$ cat config.mk
export PLATFORM = sky130hd
export DESIGN_NAME = pdh_top
export DESIGN_NICKNAME = d
export VERILOG_FILES = /design/src/pdh_macrocell.v /design/src/pdh_top.v
export VERILOG_INCLUDE_DIRS = /design/src /design/src/common
export SDC_FILE = /design/constraint.sdc
export NUM_CORES = 1
export LEC_CHECK = 0
export ABC_AREA = 1
export BUFFER_PORTS_ARGS = -buffer_cell sky130_fd_sc_hd__buf_2
export CELL_PAD_IN_SITES_DETAIL_PLACEMENT = 1
export CELL_PAD_IN_SITES_GLOBAL_PLACEMENT = 2
export CORE_ASPECT_RATIO = 1.4
export CORE_UTILIZATION = 25
export CTS_CLUSTER_SIZE = 20
export DETAILED_ROUTE_END_ITERATION = 10
export PLACE_DENSITY_LB_ADDON = 0.1
export RECOVER_POWER = 25
export SETUP_SLACK_MARGIN = 0.05
export SYNTH_ARGS = -nofsm -noshare
export SYNTH_HDL_FRONTEND = slang
export SYNTH_SLANG_ARGS = --single-unit
$ cat constraint.sdc
create_clock -name ref_clk -period 1.8 [get_ports ref_clk]
set_input_delay 0 -clock ref_clk [delete_from_list [all_inputs] [get_ports ref_clk]]
set_output_delay 0 -clock ref_clk [all_outputs]
set_load 0.005 [all_outputs]
$ cat src/common/pdh_defines.vh
// Constants for the power-down and pin-hold block
`ifndef PDH_DEFINES_VH
`define PDH_DEFINES_VH

`define PDH_N_IN 11
`define PDH_N_IO 10
`define PDH_N_SOP 4
`define PDH_PD_IDX 3
`define PDH_ZERO_IN 11'h000
`define PDH_ZERO_IO 10'h000
`define PDH_ZERO_TERM 84'h0
`define PDH_ZERO_SOP 4'h0
`define PDH_TERM_W 84
`define PDH_ONES_SOP 4'hF
`define PDH_OE_ALL_OFF 10'h000
`define PDH_CFG_RST 10'h000

`endif

$ cat src/pdh_macrocell.v
// One output macrocell: register, polarity, output enable, freeze on power-down
`timescale 1ns/1ps
`include "pdh_defines.vh"

module pdh_macrocell (
  input wire ref_clk, // Device clock
  input wire srst, // Synchronous reset, active high
  input wire clk_en, // Clock enable
  input wire frozen, // Power-down in force
  input wire [`PDH_N_SOP-1:0] sum_terms, // OR-plane terms for this cell
  input wire oe_term, // Output enable product term
  input wire reg_mode, // Has no effect: output is registered with the same value at 1 or 0
  input wire invert, // Output polarity
  output reg q_reg, // Cell register state
  output reg out_reg, // Pin data presented
  output reg oe_reg // Pin driven
);

  wire sum_or;
  wire comb_val;
  reg q_next;
  reg out_next;
  reg oe_next;

  assign sum_or = |sum_terms;
  assign comb_val = sum_or ^ invert;

  always @*
  begin
    q_next = q_reg;
    out_next = out_reg;
    oe_next = oe_reg;
    if (!frozen)
    begin
      q_next = sum_or;
      out_next = reg_mode ? (sum_or ^ invert) : comb_val;
      oe_next = oe_term;
    end
  end

  // Frozen cells keep whatever they hold, even an undefined value
  always @(posedge ref_clk)
  begin
    if (srst)
    begin
      q_reg <= 1'b0;
      out_reg <= 1'b0;
      oe_reg <= 1'b0;
    end
    else if (clk_en)
    begin
      q_reg <= q_next;
      out_reg <= out_next;
      oe_reg <= oe_next;
    end
  end

endmodule

$ cat src/pdh_top.v
// Power-down control, pin keepers and a small logic array
// Operation
// Undriven inputs and I/O pins keep presenting their last driven level.
// Any active external driver overrides a held pin level at once.
// With option set, high power-down pin means power-down, low means normal.
// Entering power-down captures all outputs and internal states, held throughout.
// Registered and combinational outputs keep their values during power-down.
// An undetermined output at power-down entry stays exactly as it was.
// In power-down every input, clock and output enable is ignored.
// Pin hold latches stay active during power-down; no pin floats.
// One configuration fuse bit selects the power-down function of shared pin.
// With power-down enabled the shared pin does not feed the array.
// Shared pin macrocell still gives buried feedback and foldback terms.
// Without power-down option the shared pin is an ordinary array input.
// Pin low again resumes normal operation from the held states.
`timescale 1ns/1ps
`include "pdh_defines.vh"

module pdh_top (
  input wire ref_clk, // Device clock
  input wire srst, // Synchronous reset, active high
  input wire clk_en, // Clock enable, freezes all state when low
  input wire pd_fuse, // Power-down option fuse bit
  input wire [`PDH_N_IN-1:0] in_pin, // Dedicated input pins
  input wire [`PDH_N_IN-1:0] in_drv, // Input pin is driven from outside
  input wire [`PDH_N_IO-1:0] io_in, // I/O pin level from outside
  input wire [`PDH_N_IO-1:0] io_drv, // I/O pin is driven from outside
  input wire [`PDH_TERM_W-1:0] and_plane, // Product-term select pattern
  input wire [`PDH_N_IO-1:0] cell_regmode, // Per-cell registered mode
  input wire [`PDH_N_IO-1:0] cell_invert, // Per-cell output polarity
  output reg [`PDH_N_IO-1:0] io_out, // I/O pin output data
  output reg [`PDH_N_IO-1:0] io_oe, // I/O pin output enable
  output reg [`PDH_N_IN-1:0] in_keep, // Held level of dedicated inputs
  output reg [`PDH_N_IO-1:0] io_keep, // Held level of I/O pins
  output reg pd_active // Device is in power-down
);

  // ==========================================================
  // Fuse and power-down decode
  // ==========================================================
  // Fuse taken at reset release so it cannot change mid-operation
  reg fuse_reg;
  reg fuse_seen_reg;
  wire shared_pin;
  wire frozen;

  assign shared_pin = in_drv[`PDH_PD_IDX] ? in_pin[`PDH_PD_IDX]
                                          : in_keep[`PDH_PD_IDX];
  assign frozen = fuse_reg & shared_pin;

  always @(posedge ref_clk)
  begin
    if (srst)
    begin
      fuse_reg <= 1'b0;
      fuse_seen_reg <= 1'b0;
    end
    else if (clk_en && !fuse_seen_reg)
    begin
      fuse_reg <= pd_fuse;
      fuse_seen_reg <= 1'b1;
    end
  end

  // ==========================================================
  // Pin keepers
  // ==========================================================
  // Keepers are bus-hold cells: driven level wins, else last level
  function [`PDH_N_IO-1:0] keep_io;
    input [`PDH_N_IO-1:0] lvl;
    input [`PDH_N_IO-1:0] drv;
    input [`PDH_N_IO-1:0] held;
    begin
      keep_io = (lvl & drv) | (held & ~drv);
    end
  endfunction

  function [`PDH_N_IN-1:0] keep_in;
    input [`PDH_N_IN-1:0] lvl;
    input [`PDH_N_IN-1:0] drv;
    input [`PDH_N_IN-1:0] held;
    begin
      keep_in = (lvl & drv) | (held & ~drv);
    end
  endfunction

  wire [`PDH_N_IN-1:0] in_now;
  wire [`PDH_N_IO-1:0] io_ext;
  wire [`PDH_N_IO-1:0] io_drv_any;
  wire [`PDH_N_IO-1:0] io_lvl;
  wire [`PDH_N_IO-1:0] io_now;

  assign in_now = keep_in(in_pin, in_drv, in_keep);
  // Own driver counts as a driver on the pin
  assign io_drv_any = io_drv | io_oe;
  assign io_lvl = (io_in & io_drv) | (io_out & io_oe & ~io_drv);
  assign io_ext = keep_io(io_lvl, io_drv_any, io_keep);
  assign io_now = io_ext;

  always @(posedge ref_clk)
  begin
    if (srst)
    begin
      in_keep <= `PDH_ZERO_IN;
      io_keep <= `PDH_ZERO_IO;
    end
    else if (clk_en)
    begin
      // Keepers run in power-down too, so pins never float
      in_keep <= in_now;
      io_keep <= io_now;
    end
  end

  // ==========================================================
  // Array inputs with power-down blocking
  // ==========================================================
  reg [`PDH_N_IN-1:0] arr_in_reg;
  reg [`PDH_N_IN-1:0] arr_in_next;
  wire [`PDH_N_IO-1:0] fb;

  always @*
  begin
    arr_in_next = in_now;
    if (fuse_reg)
      arr_in_next[`PDH_PD_IDX] = 1'b0;
    else
      arr_in_next[`PDH_PD_IDX] = in_now[`PDH_PD_IDX];
    if (frozen)
      arr_in_next = arr_in_reg;
  end

  always @(posedge ref_clk)
  begin
    if (srst)
      arr_in_reg <= `PDH_ZERO_IN;
    else if (clk_en)
      arr_in_reg <= arr_in_next;
  end

  // ==========================================================
  // Product terms and macrocells
  // ==========================================================
  // Cut-down array: each cell ORs four terms; term = one array signal
  // picked or gated by plane bits, a crude stand-in that keeps the freeze path honest
  wire [`PDH_N_IN+`PDH_N_IO-1:0] arr_sig;
  wire [`PDH_N_IO-1:0] q_w;
  wire [`PDH_N_IO-1:0] out_w;
  wire [`PDH_N_IO-1:0] oe_w;
  // Buried feedback keeps working even on the shared-pin cell
  assign arr_sig = {fb, arr_in_reg};
  assign fb = q_w;

  genvar gi;
  generate
    for (gi = 0; gi < `PDH_N_IO; gi = gi + 1)
    begin : g_cell
      wire [`PDH_N_SOP-1:0] terms;
      wire [7:0] sel;
      assign sel = and_plane[gi*8 +: 8];
      assign terms[0] = arr_sig[sel[4:0] % (`PDH_N_IN+`PDH_N_IO)];
      assign terms[1] = arr_sig[(gi+`PDH_N_IN) % (`PDH_N_IN+`PDH_N_IO)]
                        & sel[5];
      assign terms[2] = arr_in_reg[gi % `PDH_N_IN] & sel[6];
      assign terms[3] = ~fb[gi] & sel[7];
      pdh_macrocell u_cell (
        .ref_clk(ref_clk),
        .srst(srst),
        .clk_en(clk_en),
        .frozen(frozen),
        .sum_terms(terms),
        .oe_term(and_plane[`PDH_N_IO*8 + (gi % 4)]),
        .reg_mode(cell_regmode[gi]),
        .invert(cell_invert[gi]),
        .q_reg(q_w[gi]),
        .out_reg(out_w[gi]),
        .oe_reg(oe_w[gi])
      );
    end
  endgenerate

  // ==========================================================
  // Output stage
  // ==========================================================
  always @(posedge ref_clk)
  begin
    if (srst)
    begin
      io_out <= `PDH_ZERO_IO;
      io_oe <= `PDH_OE_ALL_OFF;
      pd_active <= 1'b0;
    end
    else if (clk_en)
    begin
      io_out <= out_w;
      io_oe <= oe_w;
      pd_active <= frozen;
    end
  end

endmodule

# Yosys cells after proc, flatten, opt, wreduce, memory -nomap -nowiden
# Index checks and enable logic that the tools add are counted.
# word_totals
register_bits	79
wordCells	153
in_bits	150
output_inout_bits	42
# op_classes
n_reduce_logical	13
div	10
magnitude_cmp	10
bitwise_logic	66
muxes	22
# op_table
operator	count
$lt A32 B6 Y1 const B	10
$mod A5 B5 Y32 const B	10
$and A10 B10 Y10	5
$bmux W1 S5	10
$reduce_or A4 Y1	10
$and A1 B1 Y1	31
$or A10 B10 Y10	3
$and A11 B11 Y11	2
$not A10 Y10	2
$mux W1	12
$not A1 Y1	11
$not A11 Y11	1
$or A11 B11 Y11	1
$xor A1 B1 Y1	10
$reduce_and A2 Y1	1
$logic_and A1 B1 Y1	1
$logic_not A1 Y1	1

# Longest topological paths before layout
# Gate-level depths: netlist (run 1).
# logic_depth
ltp_word	5
depth_mapped	19
mapped_depth_nobuf	18

# Hierarchy
# From an unflattened synthesis (run 1), not the netlist that was laid out.
# hier_totals
hier_cells	1401
hier_area_um2	8199.1
# by_module_without_submodules
mod	cells_each	seq_area_each_um2	instances	area_each_um2
pdh_top	1161	1101.1	1	6585.1
pdh_macrocell	24	60.1	10	161.4

# Least setup slack after synthesis (run 1)
# No wires, ideal clock.
# synth_timing
path_type	input to register
start	input and_plane[64]
end	register g_cell[8].u_cell.out_reg
path_slack_ps	55
t_required_ps	1685
t_arrival_ps	1630
cell_stages	16
cell_sequence	inv_1 ha_1 o21ai_0 ha_1 inv_1 nand2_8 o21ai_2 nand2_2 nor2_1 nor2_1 nand3_2 nand3_2 nand2_2 nand3_1 nand2_1 nor2_1
# synth_via
elab_chain_cells	5
# synth_rtl
element	line	source
start: declaration	pdh_top.v:28	input wire [`PDH_TERM_W-1:0] and_plane,
$mod A5 B5 Y32	pdh_top.v:161	assign terms[0] = arr_sig[sel[4:0] % (`PDH_N_IN+`PDH_N_IO)];
$bmux W1 S5	pdh_top.v:161	
$mux W1	pdh_top.v:161	
$reduce_or A4 Y1	pdh_macrocell.v:25	assign sum_or = |sum_terms;
$xor A1 B1 Y1	pdh_macrocell.v:26, pdh_macrocell.v:36	
end signal: assignment	pdh_macrocell.v:53	out_reg <= out_next;
end: declaration	pdh_macrocell.v:15	output reg out_reg,
# No other way between the ends. The select of a mux whose other input is x is not followed.
# A chain may end at the register's enable or synchronous reset.

==> impl_metrics.ini, run 1 <==
[yosys]
syn_nets = 1477
synth_xor_area_frac = 0.0171
synth_area_um2 = 7670
yosysWarnings = 0
synth_top_family_by_area = simple AND/OR/NAND/NOR gates
postSynthCellCount = 1297
yosysUniqueCellTypes = 31
synthMuxAreaShare = 0.0131
synth_compound_area_frac = 0.134
ys_seq_area_frac = 0.191
synthSimpleGateAreaFrac = 0.484
ys_ff_latch = 73
yosys.area_share.adder = 0.0490
avgSynthCellArea_um2 = 5.91

[sta]
slew_headroom = 0.586
timing.final.crit_share = 0.934
worst_pin_slew_ns = 0.618
setup_ws_ns = 0.119
drv_slew = 0
clock.fmax_ghz = 0.595
finalSetupTns_ns = 0
finalHoldViolCount = 0
final.min_clock_period_ns = 1.68
rsz0062_at_grt = yes
setup_viol = 0
skew_ns = 0.00628

[clocking]
cts_tree = done
cts_buffers = 9
cts_buffer_depth = 2
cts-root-buf = clkbuf_16
worstSkewPairLatency_ns = 0.34
cts.clk_slew.worst_paths_ns = 0.06
cts-htree-levels = 3
cts_sinks = 73

[job]
cap_violations = 0

[detailed_routing]
wl_per_cell_um = 16.2
ant_nets = 0
first_pass_iters = 4
drtIter0Drc = 271
viasPerCell = 4.77
drc = 0
wirelength_um = 33400
vias = 9834

[global_routing]
grt_pass1_wl_um = 52100
antenna_found_initial = 4
track_usage = 0.214
grt_pass1_vias = 10000
grt_overflow = 0
grt_max_degree = 28

[floorplanning]
io_pins = 192
fp-row-count = 75
fp.dieH_um = 209
start_util = 0.255
die_w_um = 150
core_um2 = 30000
die_area_um2 = 31400

[pwr]
ir_drop_v = 0.000431
power.density_nw_per_um2 = 610
leakagePower_nw = 5.91

[critical_path]
endpoint_kind = flop
required_ns = 2.08
worstPathArrival_ns = 1.96
path_class = in -> reg
startpoint_type = input pin
critPathMaxFanout = 1

[layout]
layout_common_cells = 341 x nand2_1, 200 x nand3_1, 174 x buf_2
nets = 1848
drive_gt1_frac = 0.342
finalInstanceArea_um2 = 11400
final_common_cell = nand2_1
finalNonFillerCells = 2061
area_growth_pct = 49.0

[placed_design]
pre_cts_ws_ns = -0.384
place.gp.congestion = 0.830
dp_cells = 1984
dp_hpwl_um = 25600
io_buffers = 181
placed_cell_area_um2 = 10200

[run_status]
status = finished, final reports clean

[worst_hold_path]
hold_class = in -> reg
==> what timing repair did <==
item	in CTS	in global routing
resized for setup	9	117
hold endpoints to repair	25	0
hold buffers	45	0
buffers inserted	2	6
gates cloned	0	5
pin swaps	0	31
setup endpoints to repair	6	23
==> synthesized netlist by cell type (all sizes together) <==
| cell type | number | area share |
|---|---|---|
| nand3 | 216 | 0.15 |
| o31ai | 1 | 0.00098 |
| o211ai | 15 | 0.015 |
| dfxtp | 73 | 0.19 |
| nand4 | 1 | 0.0016 |
| inv | 166 | 0.081 |
| nor2 | 127 | 0.065 |
| a31oi | 11 | 0.0090 |
| nand2 | 435 | 0.27 |
| a221oi | 4 | 0.0046 |
| xor2 | 15 | 0.017 |
| a21oi | 41 | 0.027 |
| buf | 23 | 0.019 |
| a211oi | 11 | 0.011 |
| o21ai | 89 | 0.063 |
| ha | 30 | 0.049 |
| mux2i | 10 | 0.013 |
| clkbuf | 25 | 0.012 |
| a22o | 4 | 0.0046 |
==> routing by layer <==
| metal | wire length [um] | vias to the layer above | GRT usage |
|---|---|---|---|
| met3 | 1470 | 46 | 0.0260 |
| met5 | 27 | - | 0 |
| met1 | 14400 | 4648 | 0.265 |
| li1 | - | 4927 | - |
| met2 | 16700 | 209 | 0.381 |
| met4 | 698 | 4 | 0.0606 |
==> critical path, cell delays in order <==
cell and delay, ns:
dlygate4sd3_1 0.53, buf_2 0.10, nand2_1 0.04, dlygate4sd3_1 0.55, a31oi_1 0.18, dlygate4sd3_1 0.57
==> path summary, 6_finish.rpt <==
kind	startpoint	end	slack (ns)	cells after the start
min reg2reg	g_cell[5].u_cell.out_reg	g_cell[5].u_cell.out_reg	0.46	2
min	in_pin[4]	in_keep[4]	0.04	5
max	io_in[8]	flop	0.12	6
max reg2reg	in_keep[3]	g_cell[9].u_cell.out_reg	0.23	10
==> where the power goes <==
| group | internal [mW] | switching [mW] | leakage, nW |
|---|---|---|---|
| Sequential | 1.76 | 0.0966 | 0.604 |
| Clock | 1.18 | 0.733 | 0.151 |
| Combinational | 1.34 | 1.86 | 5.16 |
==> logic make-up after synthesis <==
logic type                 count (synthesis)
buffers and inverters                    214
xor gates and xnor gates                  15
adders and majority gates                 30
and+or+nand+nor                          779
DFF                                       73
muxes                                     10
AOI/OAI and AO/OA                        176
==> layout make-up <==
| cell class | instances | area [um^2] |
|---|---|---|
| flip-flops and latches | 73 | 1460 |
| inverters | 166 | 647 |
| fillers | 4006 | 18600 |
| repair buffers | 403 | 2790 |
| diodes | 3 | 7.51 |
| clock inverters | 4 | 50.0 |
| clock buffers | 12 | 267 |
| multi-input cells | 1015 | 5720 |
| well taps | 385 | 482 |
==> per-stage QoR <==
| step | hold WS [ns] | utilization | power, mW |
|---|---|---|---|
| CTS | 0.0172 | 0.366 | 6.88 |
| finish | 0.0356 | 0.380 | 6.97 |
| global route | 0.0912 | 0.380 | 7.48 |
| global placement | 0.260 | 0.338 | 4.78 |
| floorplan | 0.152 | - | 3.53 |
| detailed placement | 0.266 | 0.338 | 4.82 |
Note: power is estimated with default switching activity, not from simulation.
==> inputs of run 2 (changes only) <==
--- a/config.mk
+++ b/config.mk
@@ -6,14 +6,13 @@
 export SDC_FILE = /design/constraint.sdc
 export NUM_CORES = 1
 export LEC_CHECK = 0
-export ABC_AREA = 1
-export BUFFER_PORTS_ARGS = -buffer_cell sky130_fd_sc_hd__buf_2
 export CELL_PAD_IN_SITES_DETAIL_PLACEMENT = 1
 export CELL_PAD_IN_SITES_GLOBAL_PLACEMENT = 2
 export CORE_ASPECT_RATIO = 1.4
-export CORE_UTILIZATION = 25
+export CORE_UTILIZATION = 33
 export CTS_CLUSTER_SIZE = 20
 export DETAILED_ROUTE_END_ITERATION = 10
+export DONT_BUFFER_PORTS = 1
 export PLACE_DENSITY_LB_ADDON = 0.1
 export RECOVER_POWER = 25
 export SETUP_SLACK_MARGIN = 0.05
==> run 2 against run 1 <==
Against the previous run: the flow now finishes with violations (design-rule violations, negative hold slack, negative setup slack); count of clock-buffer cells in the layout is 3 lower; sequential power increased by 4%; global-route usage rose by 9.1 points; flip-flop and latch count stayed put; non-clock buffer count fell by 31; die area shrank 14%; wire length increased by 26%; design area increased by 19%; combinational power is 18% higher; clock power is 7% lower; synthesized cell count down 8.3%; largest cell class unchanged; largest power group unchanged.
==> impl_metrics.ini, run 2 <==
[sta]
finalHoldViolCount = 21
rsz0062_at_grt = yes
setup_ws_ns = -0.248
slew_headroom = 0.634
clock.fmax_ghz = 0.488
worst_pin_slew_ns = 0.540
skew_ns = 0.00694
drv_slew = 0
final.min_clock_period_ns = 2.05
hold_ws_ns = -0.0813
timing.final.crit_share = 1.14
setup_viol = 14

[yosys]
ys_ff_latch = 73
postSynthCellCount = 1189
synth_area_um2 = 8680
yosysWarnings = 0
synth.top_cell.area_share = 0.168
yosysTopAreaCell = dfxtp_1
ys.flop_type = dfxtp_1
yosysMostFrequentCell = nand2_1
avgSynthCellArea_um2 = 7.30
synthTopCellsByArea = dfxtp_1 17%, mux2i_1 7.6%, a21oi_1 5.0%, ha_1 4.3%, o21ai_0 4.3%
ys_seq_area_frac = 0.168
yosys-top-cells-count = 97 x nand2_1, 86 x a21oi_1, 75 x nor2_1, 74 x o21ai_0, 73 x dfxtp_1
yosysUniqueCellTypes = 94
syn_nets = 1369
async_reset_ff_frac = 0
synth-edff-count = 0

[critical_path]
path_delay_family = compound AO/OA/AOI/OAI gates
critPathMaxFanout = 3
path_class = reg -> reg
required_ns = 2.07
cp.buffers_inverters = 0
startpoint_type = flop
endpoint_kind = flop
rrSetupSlack_ns = -0.25
crit_chain = or4b_1, o211a_1, o311ai_2, a211oi_1, a311o_1, or2_1, a21oi_1
worstPathArrival_ns = 2.32
cp_slowest_stage_delay_ns = 0.44
cp_slowest_cell = or4b_1

[worst_hold_path]
hold_class = in -> reg

[job]
cap_violations = 0

[detailed_routing]
drc = 6
drtIter0Drc = 495
wl_per_cell_um = 23.2
ant_nets = 0
wirelength_um = 41900
viasPerCell = 6.03
vias = 10900
first_pass_iters = 10

[clocking]
cts.clk_slew.worst_paths_ns = 0.07
cts_buffer_depth = 2
cts_tree = done
cts-root-buf = clkbuf_16
worstSkewPairLatency_ns = 0.35
cts-htree-levels = 3
cts_hold_buf = 74
cts_buffers = 9
cts_sinks = 73

[pwr]
power.density_nw_per_um2 = 552
power_mw = 7.48
ir_drop_v = 0.000612
leakagePower_nw = 5.44

[layout]
final_common_cell = buf_4
ff_latch_area_um2 = 1510
nets = 1658
nFillCells = 3026
area_growth_pct = 56.3
drive_gt1_frac = 0.388
multiInputGateArea_um2 = 7770
layout_common_cells = 264 x buf_4, 86 x nand2_1, 73 x a21oi_1

[floorplanning]
fp.dieH_um = 194
die_w_um = 139
io_pins = 192
core_um2 = 25600
die_area_um2 = 27000
start_util = 0.338
fp-row-count = 69

[global_routing]
antenna_found_initial = 3
grt_max_degree = 59
grtUsageMet3 = 0.0524
grt_util_met1 = 0.339
track_usage = 0.305
busiest_layer = met2
gr-usage-met2 = 0.572
grt_pass1_wl_um = 64700
grt_pass1_vias = 11700
grt_overflow = 0

[placed_design]
place.gp.congestion = 0.877
pre_cts_ws_ns = -0.629
dp_hpwl_um = 30500
io_buffers = 0

[run_status]
violations = design-rule violations, negative hold slack, negative setup slack
status = finished, violations left
## run 2: path summary, 6_finish.rpt
check | from | end | depth (start not counted)
worst max-delay path | arr_in_reg[6] | g_cell[4].u_cell.q_reg | 7
worst min-delay path | srst | g_cell[3].u_cell.q_reg | 2
worst max register to register | arr_in_reg[6] | g_cell[4].u_cell.q_reg | 7
worst min register to register | g_cell[3].u_cell.oe_reg | g_cell[3].u_cell.oe_reg | 2
## run 2: area by class of cell
class                   instances  area share
diodes                          2    0.000369
clock buffers                   9      0.0166
clock inverters                 7     0.00452
inverters                      55      0.0272
multi-input cells             967       0.573
flip-flops and latches         73       0.111
well taps                     319      0.0294
repair buffers                372       0.237
## run 2: metrics by stage
step           hold WS [ns]  setup TNS, ns  cell area, um^2   util  instances
2_1_floorplan         0.136          -6.79             9500      -       1189
3_3_place_gp         0.0914          -9.04            11300  0.441       1683
3_5_place_dp         0.0918         -10.01            11300  0.441       1683
4_1_cts             -0.0702          -1.50            13200  0.515       1797
5_1_grt             -0.0817          -3.25            13600  0.529       1804
6_report            -0.0813          -1.62            13600  0.529       1804
## run 2: logic make-up (layout without fill, tap and decap cells)
family,after synthesis,in the layout,share of synthesized area
other,0,2,0
and+or+nand+nor,404,404,0.248
AOI/OAI and AO/OA,433,433,0.348
DFF,73,73,0.168
adders and majority gates,30,30,0.0433
xor gates and xnor gates,19,19,0.0200
buffers and inverters,149,443,0.0715
muxes,81,81,0.101
## run 2: report_power, final
part / leakage [nW] / switching [mW] / internal [mW]
registers: 0.611 / 0.181 / 1.75
clock network: 0.135 / 0.819 / 0.961
logic: 4.69 / 1.83 / 1.93
total: 5.44 / 2.83 / 4.65
## run 2: routing by layer
| layer | vias up | part of all wire |
|---|---|---|
| li1 | 5106 | - |
| met3 | 85 | 0.052 |
| met2 | 337 | 0.52 |
| met5 | - | 0.00021 |
| met1 | 5354 | 0.40 |
| met4 | 2 | 0.034 |
## run 2: timing repair
action	4_1_cts	5_1_grt
endpoints found under the hold margin	68	21
resized for setup	166	65
setup buffers	25	7
pin swaps	82	46
endpoints found under the setup margin	20	27
